<file path="src/shared/mem_alu_defs.svh">
`ifndef MEM_ALU_DEFS_SVH
`define MEM_ALU_DEFS_SVH

`define DATA_W        8
`define OP_W          4
`define MSB_POS       7
`define LSB_POS       0
`define ONE_BYTE      8'h01
`define ZERO_BYTE     8'h00
`define ACC_RESET     8'h00
`define FLAG_RESET    1'b0
`define OP_NONE       4'h0
`define OP_DEC_ACC    4'h1
`define OP_INC_MEM    4'h2
`define OP_INC_ACC    4'h3
`define OP_MOV_M2A    4'h4
`define OP_MOV_A2M    4'h5
`define OP_OR_ACC     4'h6
`define OP_OR_MEM     4'h7
`define OP_RL_MEM     4'h8
`define OP_RL_ACC     4'h9
`define OP_RLC_MEM    4'hA
`define OP_RLC_ACC    4'hB
`define OP_RR_MEM     4'hC

`endif

</file>
<file path="src/shared/mem_alu_pkg.sv">
`include "mem_alu_defs.svh"

package mem_alu_pkg;

  typedef enum logic [`OP_W-1:0] {
    op_none                    = `OP_NONE,
    mem_decrement_to_acc       = `OP_DEC_ACC,
    mem_increment_in_place     = `OP_INC_MEM,
    mem_increment_to_acc       = `OP_INC_ACC,
    mem_acc_copy_to_acc        = `OP_MOV_M2A,
    mem_acc_copy_to_mem        = `OP_MOV_A2M,
    or_into_acc                = `OP_OR_ACC,
    or_into_mem                = `OP_OR_MEM,
    rotate_left_in_place       = `OP_RL_MEM,
    rotate_left_to_acc         = `OP_RL_ACC,
    rotate_left_thru_carry_mem = `OP_RLC_MEM,
    rotate_left_thru_carry_acc = `OP_RLC_ACC,
    rotate_right_in_place      = `OP_RR_MEM
  } alu_op_e;

  typedef logic [`DATA_W-1:0] byte_t;

  typedef struct packed {
    byte_t      acc;
    logic       zero;
    logic       carry;
    byte_t      wr_data;
    logic       wr_en;
    logic       done;
  } alu_state_s;

endpackage : mem_alu_pkg
</file>
<file path="src/logic/alu_result_calc.sv">
`timescale 1ns/100ps
`default_nettype none
`include "mem_alu_defs.svh"

module alu_result_calc (
  input  wire logic [`OP_W-1:0]   op,
  input  wire logic [`DATA_W-1:0] mem_data,
  input  wire logic [`DATA_W-1:0] acc_in,
  input  wire logic               carry_in,
  output logic [`DATA_W-1:0]      result,
  output logic                    to_acc,
  output logic                    to_mem,
  output logic                    sets_zero,
  output logic                    sets_carry,
  output logic                    carry_out,
  output logic                    known
);

  always_comb begin
    result     = mem_data;
    to_acc     = 1'b0;
    to_mem     = 1'b0;
    sets_zero  = 1'b0;
    sets_carry = 1'b0;
    carry_out  = carry_in;
    known      = 1'b1;
    unique case (mem_alu_pkg::alu_op_e'(op))
      mem_alu_pkg::mem_decrement_to_acc: begin
        result    = mem_data - `ONE_BYTE;
        to_acc    = 1'b1;
        sets_zero = 1'b1;
      end
      mem_alu_pkg::mem_increment_in_place: begin
        result    = mem_data + `ONE_BYTE;
        to_mem    = 1'b1;
        sets_zero = 1'b1;
      end
      mem_alu_pkg::mem_increment_to_acc: begin
        result    = mem_data + `ONE_BYTE;
        to_acc    = 1'b1;
        sets_zero = 1'b1;
      end
      mem_alu_pkg::mem_acc_copy_to_acc: begin
        to_acc = 1'b1;
      end
      mem_alu_pkg::mem_acc_copy_to_mem: begin
        result = acc_in;
        to_mem = 1'b1;
      end
      mem_alu_pkg::or_into_acc: begin
        result    = acc_in | mem_data;
        to_acc    = 1'b1;
        sets_zero = 1'b1;
      end
      mem_alu_pkg::or_into_mem: begin
        result    = acc_in | mem_data;
        to_mem    = 1'b1;
        sets_zero = 1'b1;
      end
      mem_alu_pkg::rotate_left_in_place: begin
        result = {mem_data[`MSB_POS-1:`LSB_POS], mem_data[`MSB_POS]};
        to_mem = 1'b1;
      end
      mem_alu_pkg::rotate_left_to_acc: begin
        result = {mem_data[`MSB_POS-1:`LSB_POS], mem_data[`MSB_POS]};
        to_acc = 1'b1;
      end
      mem_alu_pkg::rotate_left_thru_carry_mem: begin
        result     = {mem_data[`MSB_POS-1:`LSB_POS], carry_in};
        to_mem     = 1'b1;
        sets_carry = 1'b1;
        carry_out  = mem_data[`MSB_POS];
      end
      mem_alu_pkg::rotate_left_thru_carry_acc: begin
        result     = {mem_data[`MSB_POS-1:`LSB_POS], carry_in};
        to_acc     = 1'b1;
        sets_carry = 1'b1;
        carry_out  = mem_data[`MSB_POS];
      end
      mem_alu_pkg::rotate_right_in_place: begin
        result = {mem_data[`LSB_POS], mem_data[`MSB_POS:`LSB_POS+1]};
        to_mem = 1'b1;
      end
      mem_alu_pkg::op_none: begin
      end
      default: begin
        known = 1'b0;
      end
    endcase
  end

endmodule : alu_result_calc
`default_nettype wire

</file>
<file path="src/logic/mem_inc_dec_move_or_rotate_alu.sv">
// Contract
// - Decrement: accumulator gets memory minus one, memory kept, zero flag only.
// - Increment in place: memory gets itself plus one, zero flag only.
// - Increment to accumulator: accumulator gets memory plus one, zero flag only.
// - Memory to accumulator copy; no flag changes.
// - Accumulator to memory copy; no flag changes.
// - Accumulator OR memory into accumulator; zero flag only.
// - Accumulator OR memory written back to memory; zero flag only.
// - Memory rotated left in place, bit 7 to bit 0, no flags.
// - Memory rotated left into accumulator, memory kept, no flags.
// - Memory rotated left through carry in place; carry takes old bit 7.
// - Rotate left through carry into accumulator; memory kept; carry takes bit 7.
// - Memory rotated right in place, bit 0 to bit 7, no flags.
`timescale 1ns/100ps
`default_nettype none
`include "mem_alu_defs.svh"

module mem_inc_dec_move_or_rotate_alu #(
  parameter int DATA_W = `DATA_W
) (
  input  wire logic              core_clk,
  input  wire logic              rst,
  input  wire logic              clk_en,
  input  wire logic              op_valid,
  input  wire logic [`OP_W-1:0]  op_code,
  input  wire logic [DATA_W-1:0] mem_rd_data,
  output logic [DATA_W-1:0]      acc,
  output logic                   zero_flag,
  output logic                   carry_flag,
  output logic [DATA_W-1:0]      mem_wr_data,
  output logic                   mem_wr_en,
  output logic                   op_done
);

  mem_alu_pkg::alu_state_s state_r;
  mem_alu_pkg::alu_state_s state_nxt;

  logic [DATA_W-1:0] result;
  logic              to_acc;
  logic              to_mem;
  logic              sets_zero;
  logic              sets_carry;
  logic              carry_out;
  logic              known;

  alu_result_calc u_calc (
    .op         (op_code),
    .mem_data   (mem_rd_data),
    .acc_in     (state_r.acc),
    .carry_in   (state_r.carry),
    .result     (result),
    .to_acc     (to_acc),
    .to_mem     (to_mem),
    .sets_zero  (sets_zero),
    .sets_carry (sets_carry),
    .carry_out  (carry_out),
    .known      (known)
  );

  // Results land one cycle after the request; memory write is a one-cycle strobe.
  always_comb begin
    state_nxt         = state_r;
    state_nxt.wr_en   = 1'b0;
    state_nxt.done    = 1'b0;
    if (op_valid) begin
      state_nxt.done = known;
      if (to_acc) begin
        state_nxt.acc = result;
      end
      if (to_mem) begin
        state_nxt.wr_data = result;
        state_nxt.wr_en   = 1'b1;
      end
      if (sets_zero) begin
        state_nxt.zero = (result == `ZERO_BYTE);
      end
      if (sets_carry) begin
        state_nxt.carry = carry_out;
      end
    end
  end

  // Clock enable low freezes everything, including a pending write strobe.
  always_ff @(posedge core_clk or posedge rst) begin
    if (rst) begin
      state_r <= '{acc: `ACC_RESET, zero: `FLAG_RESET, carry: `FLAG_RESET,
                   wr_data: `ZERO_BYTE, wr_en: 1'b0, done: 1'b0};
    end else if (clk_en) begin
      state_r <= state_nxt;
    end
  end

  assign acc         = state_r.acc;
  assign zero_flag   = state_r.zero;
  assign carry_flag  = state_r.carry;
  assign mem_wr_data = state_r.wr_data;
  assign mem_wr_en   = state_r.wr_en;
  assign op_done     = state_r.done;

endmodule : mem_inc_dec_move_or_rotate_alu
`default_nettype wire

</file>
<file path="config.mk">
export PLATFORM = sky130hd
export DESIGN_NAME = mem_inc_dec_move_or_rotate_alu
export DESIGN_NICKNAME = d
export VERILOG_FILES = /design/src/shared/mem_alu_pkg.sv /design/src/logic/alu_result_calc.sv /design/src/logic/mem_inc_dec_move_or_rotate_alu.sv
export VERILOG_INCLUDE_DIRS = /design/src /design/src/shared
export SDC_FILE = /design/constraint.sdc
export NUM_CORES = 1
export LEC_CHECK = 0
export ABC_AREA = 1
export BUFFER_PORTS_ARGS = -buffer_cell sky130_fd_sc_hd__buf_2
export CORE_MARGIN = 5
export CORE_UTILIZATION = 49
export DETAILED_ROUTE_END_ITERATION = 16
export PLACE_DENSITY = 0.79
export SYNTH_ARGS = -nofsm -noshare
export SYNTH_HDL_FRONTEND = slang
export SYNTH_HIERARCHICAL = 1
export SYNTH_SLANG_ARGS = --single-unit
</file>
<file path="constraint.sdc">
create_clock -name core_clk -period 1.2 [get_ports core_clk]
set_clock_uncertainty 0.05 [all_clocks]
set_input_delay 0.06 -clock core_clk [delete_from_list [all_inputs] [get_ports core_clk]]
set_output_delay 0.06 -clock core_clk [all_outputs]
set_load 0.02 [all_outputs]
</file>
==> impl_metrics.py, run 1 <==
metrics = {
    "status": {
        "status": "finished, violations left",
        "violations": "setup timing",
    },
    "floorplan": {
        "chipHeight_um": 68.1,
        "core_mm2": 0.00331,
        "initial_core_util_pct": 49.9,
        "io_pins": 36,
        "die_w_um": 68.1,
        "rows": 21,
        "die_area_mm2": 0.00463,
    },
    "detailed_routing": {
        "wl_per_cell_um": 15.0,
        "postRouteAntennaNets": 0,
        "dr_total_vias": 1982,
        "routed_wl_um": 5660,
        "drtIter0Drc": 122,
        "firstDrtPassIters": 4,
        "vias_per_cell": 5.26,
        "drt_drc_violations_left": 0,
    },
    "timing": {
        "min_period_ns": 1.59,
        "setup_slack_ns": -0.387,
        "finalCritPeriodShare_pct": 132,
        "fmax_ghz": 0.630,
        "hold_viol": 0,
        "worst_slew_pin_slew_ns": 0.395,
        "slew_headroom_pct": 73.4,
        "setup_viol": 16,
        "drv_slew": 0,
        "rsz0062_at_grt": "true",
    },
    "yosys": {
        "synthFlopType": "dfrtp_1",
        "synth_cell_types": 32,
        "ys_warn_count": 6,
        "synth_seq_cells": 20,
        "synthTopCellsByArea": "dfrtp_1 (30%), nand2_1 (14%), o21ai_2 (9.0%), inv_1 (8.2%), nand3_1 (4.5%)",
        "synth_top_cell_by_area": "dfrtp_1",
        "async_flop_share_pct": 100,
        "synth_top_area_share_pct": 30.3,
        "synth_cells": 233,
        "synth-edff-count": 0,
        "ys_seq_area_share_pct": 30.3,
        "syn_area_per_cell_um2": 7.09,
        "synth_nets": 253,
        "synth.cell_area_mm2": 0.00165,
    },
    "clock_network": {
        "clk_latency_ns": 0.29,
        "cts.sinks": 20,
        "cts_root_buf": "clkbuf_4",
        "cts.htree.levels": 1,
        "cts_buffers": 3,
        "cts_tree": "built",
        "path_clk_slew_ns": 0.10,
        "cts_buffer_depth": 2,
    },
    "finish": {
        "seq_area_um2": 500,
        "mostFrequentLayoutCells": "buf_4 (58), nand2_1 (52), buf_2 (32)",
        "areaGrowthSynthToFinish_pct": 66.8,
        "multi_input_area_mm2": 0.00128,
        "final_core_util_pct": 83.2,
        "num-nets-final": 352,
        "stdcell_count": 377,
        "drive_gt1_share_pct": 58.3,
        "antennaDiodeCount": 0,
        "nFillCells": 215,
        "layout_commonest_cell": "buf_4",
    },
    "setup_path": {
        "crit_top_cell": "nand2_1",
        "r2r-end": "zero_flag",
        "slowest_stage": "ha_4",
        "critPathRequiredTime_ns": 1.34,
        "path_buf_inv": 3,
        "cp_top_family": "simple AND/OR/NAND/NOR gates",
        "reg2reg_slack_ns": -0.21,
        "crit_chain": "buf_8 -> inv_8 -> nand3_4 -> ha_4 -> nand2_4 -> nand3b_1 -> nand2_1 -> inv_2 -> nand3_2 -> nand3_2 -> a21oi_2 -> nor2_1 -> nand2_1 -> nor2_2 -> nand2_1 -> nand2_1",
        "crit_arrival_ns": 1.73,
        "crit_fanout": 6,
        "end_kind": "flop",
        "r2r_start": "acc[1]",
        "ff2ff_path_depth": 7,
        "crit_path_max_incr_delay_ns": 0.36,
        "crit_type": "in2reg",
        "critPathLaunchType": "input port",
    },
    "power": {
        "vdd_drop_max_mv": 1.04,
        "power_uw": 2780,
        "power.leakage_uw": 0.00140,
        "power_density_mw_per_mm2": 1010,
    },
    "global_routing": {
        "grt_pass1_wl_um": 8220,
        "grt_usage_pct": 23.2,
        "grt_pass1_vias": 1860,
        "grt_start_max_net_pins": 21,
        "grt_overflow": 0,
        "antenna_found_initial": 0,
    },
    "place": {
        "gp_congestion": 0.850,
        "port_buffers": 35,
        "dp.cells": 362,
        "dp.final_hpwl_um": 3590,
    },
    "min_path": {
        "hp-class": "in2reg",
        "holdCritStartpoint": "op_valid",
        "whs_endpoint": "zero_flag",
        "hold_depth": 5,
    },
    "flow_run": {
        "max-cap-violations": 0,
    },
}
-- worst reg2reg max path, delay by kind of cell, from the launching register on --
kind,cells,cell delay [ns]
and+or+nand+nor,5,0.45
AOI/OAI and AO/OA,2,0.44
DFF,1,0.43
-- metrics by stage --
stage,instance area [µm²],hold WS [ns],setup WS [ns],TNS [ns]
floorplan,1740,-0.0262,-0.461,-4.80
global route,2760,0.106,-0.475,-4.42
detailed placement,2310,0.0450,-0.794,-10.08
global placement,2310,0.0387,-0.708,-8.95
CTS,2530,0.0814,-0.233,-2.00
finish,2760,0.107,-0.387,-3.32
-- cells in the mapped netlist (4+ instances only) --
| master | count |
|---|---|
| nand2_1 | 63 |
| inv_1 | 36 |
| dfrtp_1 | 20 |
| nor2_1 | 17 |
| o21ai_2 | 17 |
| nand3_1 | 15 |
| o21ai_0 | 10 |
| a21oi_1 | 6 |
| o22ai_1 | 5 |
| ha_1 | 4 |
| inv_2 | 4 |
| nand2_4 | 4 |
| o221ai_1 | 4 |
-- report_power, final --
part	internal [µW]	leakage, µW	total (µW)	switching [µW]
combinational	637	0.00112	1500	861
sequential	816	0.000257	905	89.3
clock	185	0.0000210	376	191
total	1640	0.00140	2780	1140
-- flip-flops by register name, indices dropped and copies added, names as in the netlist --
name / count
acc: 8
mem_wr_data: 8
carry_flag: 1
mem_wr_en: 1
op_done: 1
zero_flag: 1
-- layer usage --
metal / global-route usage, % / share of wire [%] / routed length [µm]
met4: 7.94 / 3.7 / 212
met5: 0 / 0 / 0
met2: 40.7 / 51 / 2910
met3: 1.64 / 4.1 / 234
met1: 30.0 / 41 / 2310
-- worst max-delay path by stage --
stage / startpoint / end / slack (ns) / cells past startpoint
floorplan: op_code[3] / zero_flag / -0.46 / 16
global placement: op_code[2] / zero_flag / -0.71 / 15
detailed placement: op_code[2] / zero_flag / -0.79 / 15
CTS: op_code[2] / zero_flag / -0.23 / 16
global route: op_code[2] / zero_flag / -0.47 / 15
finish: op_code[2] / zero_flag / -0.39 / 16
-- repair_timing --
item	in CTS	in global routing
hold buffers	2	0
gates resized for setup	33	48
endpoints found under the hold margin	22	0
buffers inserted	4	5
pin swaps	30	33
setup endpoints to repair	17	17
-- area by class of cell --
cell class,count,area share [%]
tap,46,2.09
sequential,20,18.2
inverter,41,7.13
timing repair buffer,97,24.8
multi-input combinational,169,46.5
clock buffer,4,1.32
-- cells by family after synthesis --
kind of cell	after synthesis	synth area share, %
buffers and inverters	44	11.1
AOI/OAI and AO/OA	51	22.8
and+or+nand+nor	112	31.7
adders and majority gates	4	3.03
DFF	20	30.3
xor gates and xnor gates	2	1.06
Note: power is estimated with default switching activity, not from simulation.
==> inputs of run 2 (changes only) <==
Settings changed: SYNTH_HIERARCHICAL 1 to not set.
==> run 2 against run 1 <==
The run still ends with setup timing left. Synthesized cell count up 12%. Synthesized area is 0.91% lower. Final cell count is 9.0% higher. Via count is 28% higher. Cell area shrank 0.45%. Clock power up 6.6%. Register-to-register slack got worse by 0.25 ns. Core utilization up 0.28 points. Wire length up 38%. Global-route usage up 2.1 points. First-iteration DRC count rose by 140%. Die area is 0.78% lower. Largest cell class unchanged. Largest power group unchanged. Highest routed layer unchanged.
==> impl_metrics.py, run 2 <==
metrics = {
    "power": {
        "power_density_mw_per_mm2": 1040,
        "power.leakage_uw": 0.00145,
        "p_comb_share_pct": 54.1,
        "vdd_drop_max_mv": 0.988,
        "internal_power_uw": 1640,
        "pwr-share-clk_pct": 14.0,
        "pwr-share-seq_pct": 31.9,
        "swShare_pct": 42.6,
        "power_switching_uw": 1220,
    },
    "min_path": {
        "whs_endpoint": "carry_flag",
        "hp-class": "in2reg",
        "hold_depth": 4,
        "holdCritStartpoint": "mem_rd_data[7]",
    },
    "yosys": {
        "synth_nets": 282,
        "synth_top_area_share_pct": 30.6,
        "synth-simple-area-share_pct": 36.9,
        "synth_mux_area_share_pct": 0,
        "synth_top_family_by_area": "simple AND/OR/NAND/NOR gates",
        "syn_area_per_cell_um2": 6.25,
        "synth_seq_cells": 20,
        "synth-edff-count": 0,
        "synth_top_cell_by_area": "dfrtp_1",
        "ys_seq_area_share_pct": 30.6,
        "ys_warn_count": 0,
        "yosys-top-cells-count": "nand2_1 (85), inv_1 (44), nand3_1 (22)",
        "synth-xor-area-share_pct": 0.535,
        "synth.cell_area_mm2": 0.00164,
        "synth.most_common_cell": "nand2_1",
        "async_flop_share_pct": 100,
        "synthTopCellsByArea": "dfrtp_1 (31%), nand2_1 (19%), inv_1 (10%), nand3_1 (6.7%), o21ai_0 (4.9%)",
        "synth_cell_types": 27,
        "synthFlopType": "dfrtp_1",
        "synth_cells": 262,
        "yosys.area_share.adder_pct": 3.06,
        "synth_compound_area_share_pct": 16.0,
    },
    "finish": {
        "mostFrequentLayoutCells": "nand2_1 (68), buf_4 (59), inv_1 (38)",
        "num-nets-final": 386,
        "stdcell_count": 411,
        "layout_commonest_cell": "nand2_1",
        "finalInstanceArea_mm2": 0.00274,
        "drive_gt1_share_pct": 49.6,
        "areaGrowthSynthToFinish_pct": 67.6,
        "antennaDiodeCount": 0,
    },
    "setup_path": {
        "crit_fanout": 6,
        "crit_arrival_ns": 1.91,
        "end_kind": "flop",
        "r2r-end": "zero_flag",
        "ff2ff_path_depth": 11,
        "crit_type": "in2reg",
        "reg2reg_slack_ns": -0.46,
        "critPathLaunchType": "input port",
        "critPathRequiredTime_ns": 1.40,
        "r2r_start": "acc[1]",
    },
    "floorplan": {
        "io_pins": 36,
        "core_mm2": 0.00328,
        "die_w_um": 67.8,
        "initial_core_util_pct": 49.8,
        "rows": 21,
        "die_area_mm2": 0.00460,
        "chipHeight_um": 67.8,
    },
    "timing": {
        "finalCritPeriodShare_pct": 143,
        "fmax_ghz": 0.583,
        "drv_slew": 0,
        "setup_slack_ns": -0.515,
        "worst_slew_pin_slew_ns": 0.398,
        "rsz0062_at_grt": "true",
        "hold_viol": 0,
        "whs_ns": 0.159,
        "setup_viol": 19,
        "min_period_ns": 1.72,
        "slew_headroom_pct": 73.5,
    },
    "global_routing": {
        "grt_start_max_net_pins": 21,
        "grt_overflow": 0,
        "antenna_found_initial": 0,
        "grt_pass1_wl_um": 8870,
        "grt_usage_pct": 25.3,
        "grt_pass1_vias": 2031,
    },
    "detailed_routing": {
        "postRouteAntennaNets": 0,
        "drt_drc_violations_left": 0,
        "drtIter0Drc": 298,
        "dr_total_vias": 2532,
        "firstDrtPassIters": 7,
        "routed_wl_um": 7790,
        "wl_per_cell_um": 19.0,
        "vias_per_cell": 6.16,
    },
    "clock_network": {
        "path_clk_slew_ns": 0.12,
        "clk_latency_ns": 0.32,
        "cts_root_buf": "clkbuf_4",
        "cts.htree.levels": 1,
        "cts_buffers": 3,
        "cts_buffer_depth": 2,
        "cts_tree": "built",
        "cts.sinks": 20,
    },
    "place": {
        "dp.final_hpwl_um": 3900,
        "port_buffers": 35,
        "dp.cells": 392,
        "gp_congestion": 0.916,
        "placed_area_mm2": 0.00232,
    },
    "status": {
        "status": "finished, violations left",
        "violations": "setup timing",
    },
    "flow_run": {
        "max-cap-violations": 0,
    },
}
[run 2: layout make-up]
cell class                 instances  area [µm²]
sequential                        20         500
multi-input combinational        190        1220
timing repair buffer             103         742
fill                             175         542
tap                               46        57.6
clock buffer                       4        36.3
inverter                          48         190
[run 2: cells by family after synthesis]
group / after synthesis
flip-flops: 20
adder cells (fa/ha/maj): 4
AO/OA/AOI/OAI: 45
AND/OR/NAND/NOR: 140
buffers and inverters: 52
XOR/XNOR: 1
[run 2: metrics by stage]
step	utilization, %	power, µW	setup TNS [ns]	setup WS (ns)
after floorplan	-	1560	-2.03	-0.319
after global placement	70.8	2010	-6.54	-0.507
after detailed placement	70.8	2040	-7.20	-0.553
after CTS	77.3	2570	-0.800	-0.196
after global routing	83.5	3010	-4.80	-0.588
final	83.5	2860	-2.75	-0.515
[run 2: worst max-delay path, stage by stage]
cell      delay, ns
clkbuf_4       0.17
buf_4          0.16
inv_1          0.07
nand2_1        0.10
nand2_1        0.12
nand2_2        0.14
clkinv_1       0.11
nand3_1        0.09
nor2_1         0.14
nand2_1        0.09
nand2_2        0.09
nand2_1        0.06
nor2_1         0.12
nand2_1        0.08
nor2_1         0.11
nand4_1        0.11
nand2_1        0.09
[run 2: routing by layer]
metal | share of wire [%] | global-route usage (%) | vias to the layer above
met5 | 0 | 0 | -
met4 | 8.2 | 8.93 | 0
met3 | 11 | 4.66 | 100
met2 | 46 | 44.3 | 248
met1 | 35 | 30.9 | 1138
li1 | - | - | 1046
[run 2: worst max-delay path by stage]
| stage | start | endpoint | depth (start not counted) |
|---|---|---|---|
| 3_5_place_dp | op_code[2] | zero_flag | 19 |
| 2_1_floorplan | op_code[2] | zero_flag | 17 |
| 5_1_grt | op_code[1] | zero_flag | 17 |
| 6_report | op_code[1] | zero_flag | 17 |
| 3_3_place_gp | op_code[2] | zero_flag | 18 |
| 4_1_cts | op_code[3] | zero_flag | 18 |
[run 2: timing repair]
action / CTS / global route
pin swaps: 32 / 25
hold buffers: 2 / 0
resized for setup: 33 / 46
gates cloned: 0 / 0
setup endpoints to repair: 15 / 17
hold endpoints to repair: 21 / 0
buffers inserted: 7 / 9
[run 2: power groups by stage]
stage | sequential [µW] | combinational, µW | clock (µW)
2_1_floorplan | 1080 | 472 | 0
3_3_place_gp | 900 | 1110 | 0
3_5_place_dp | 906 | 1140 | 0
4_1_cts | 892 | 1290 | 396
5_1_grt | 919 | 1660 | 430
6_report | 912 | 1550 | 401
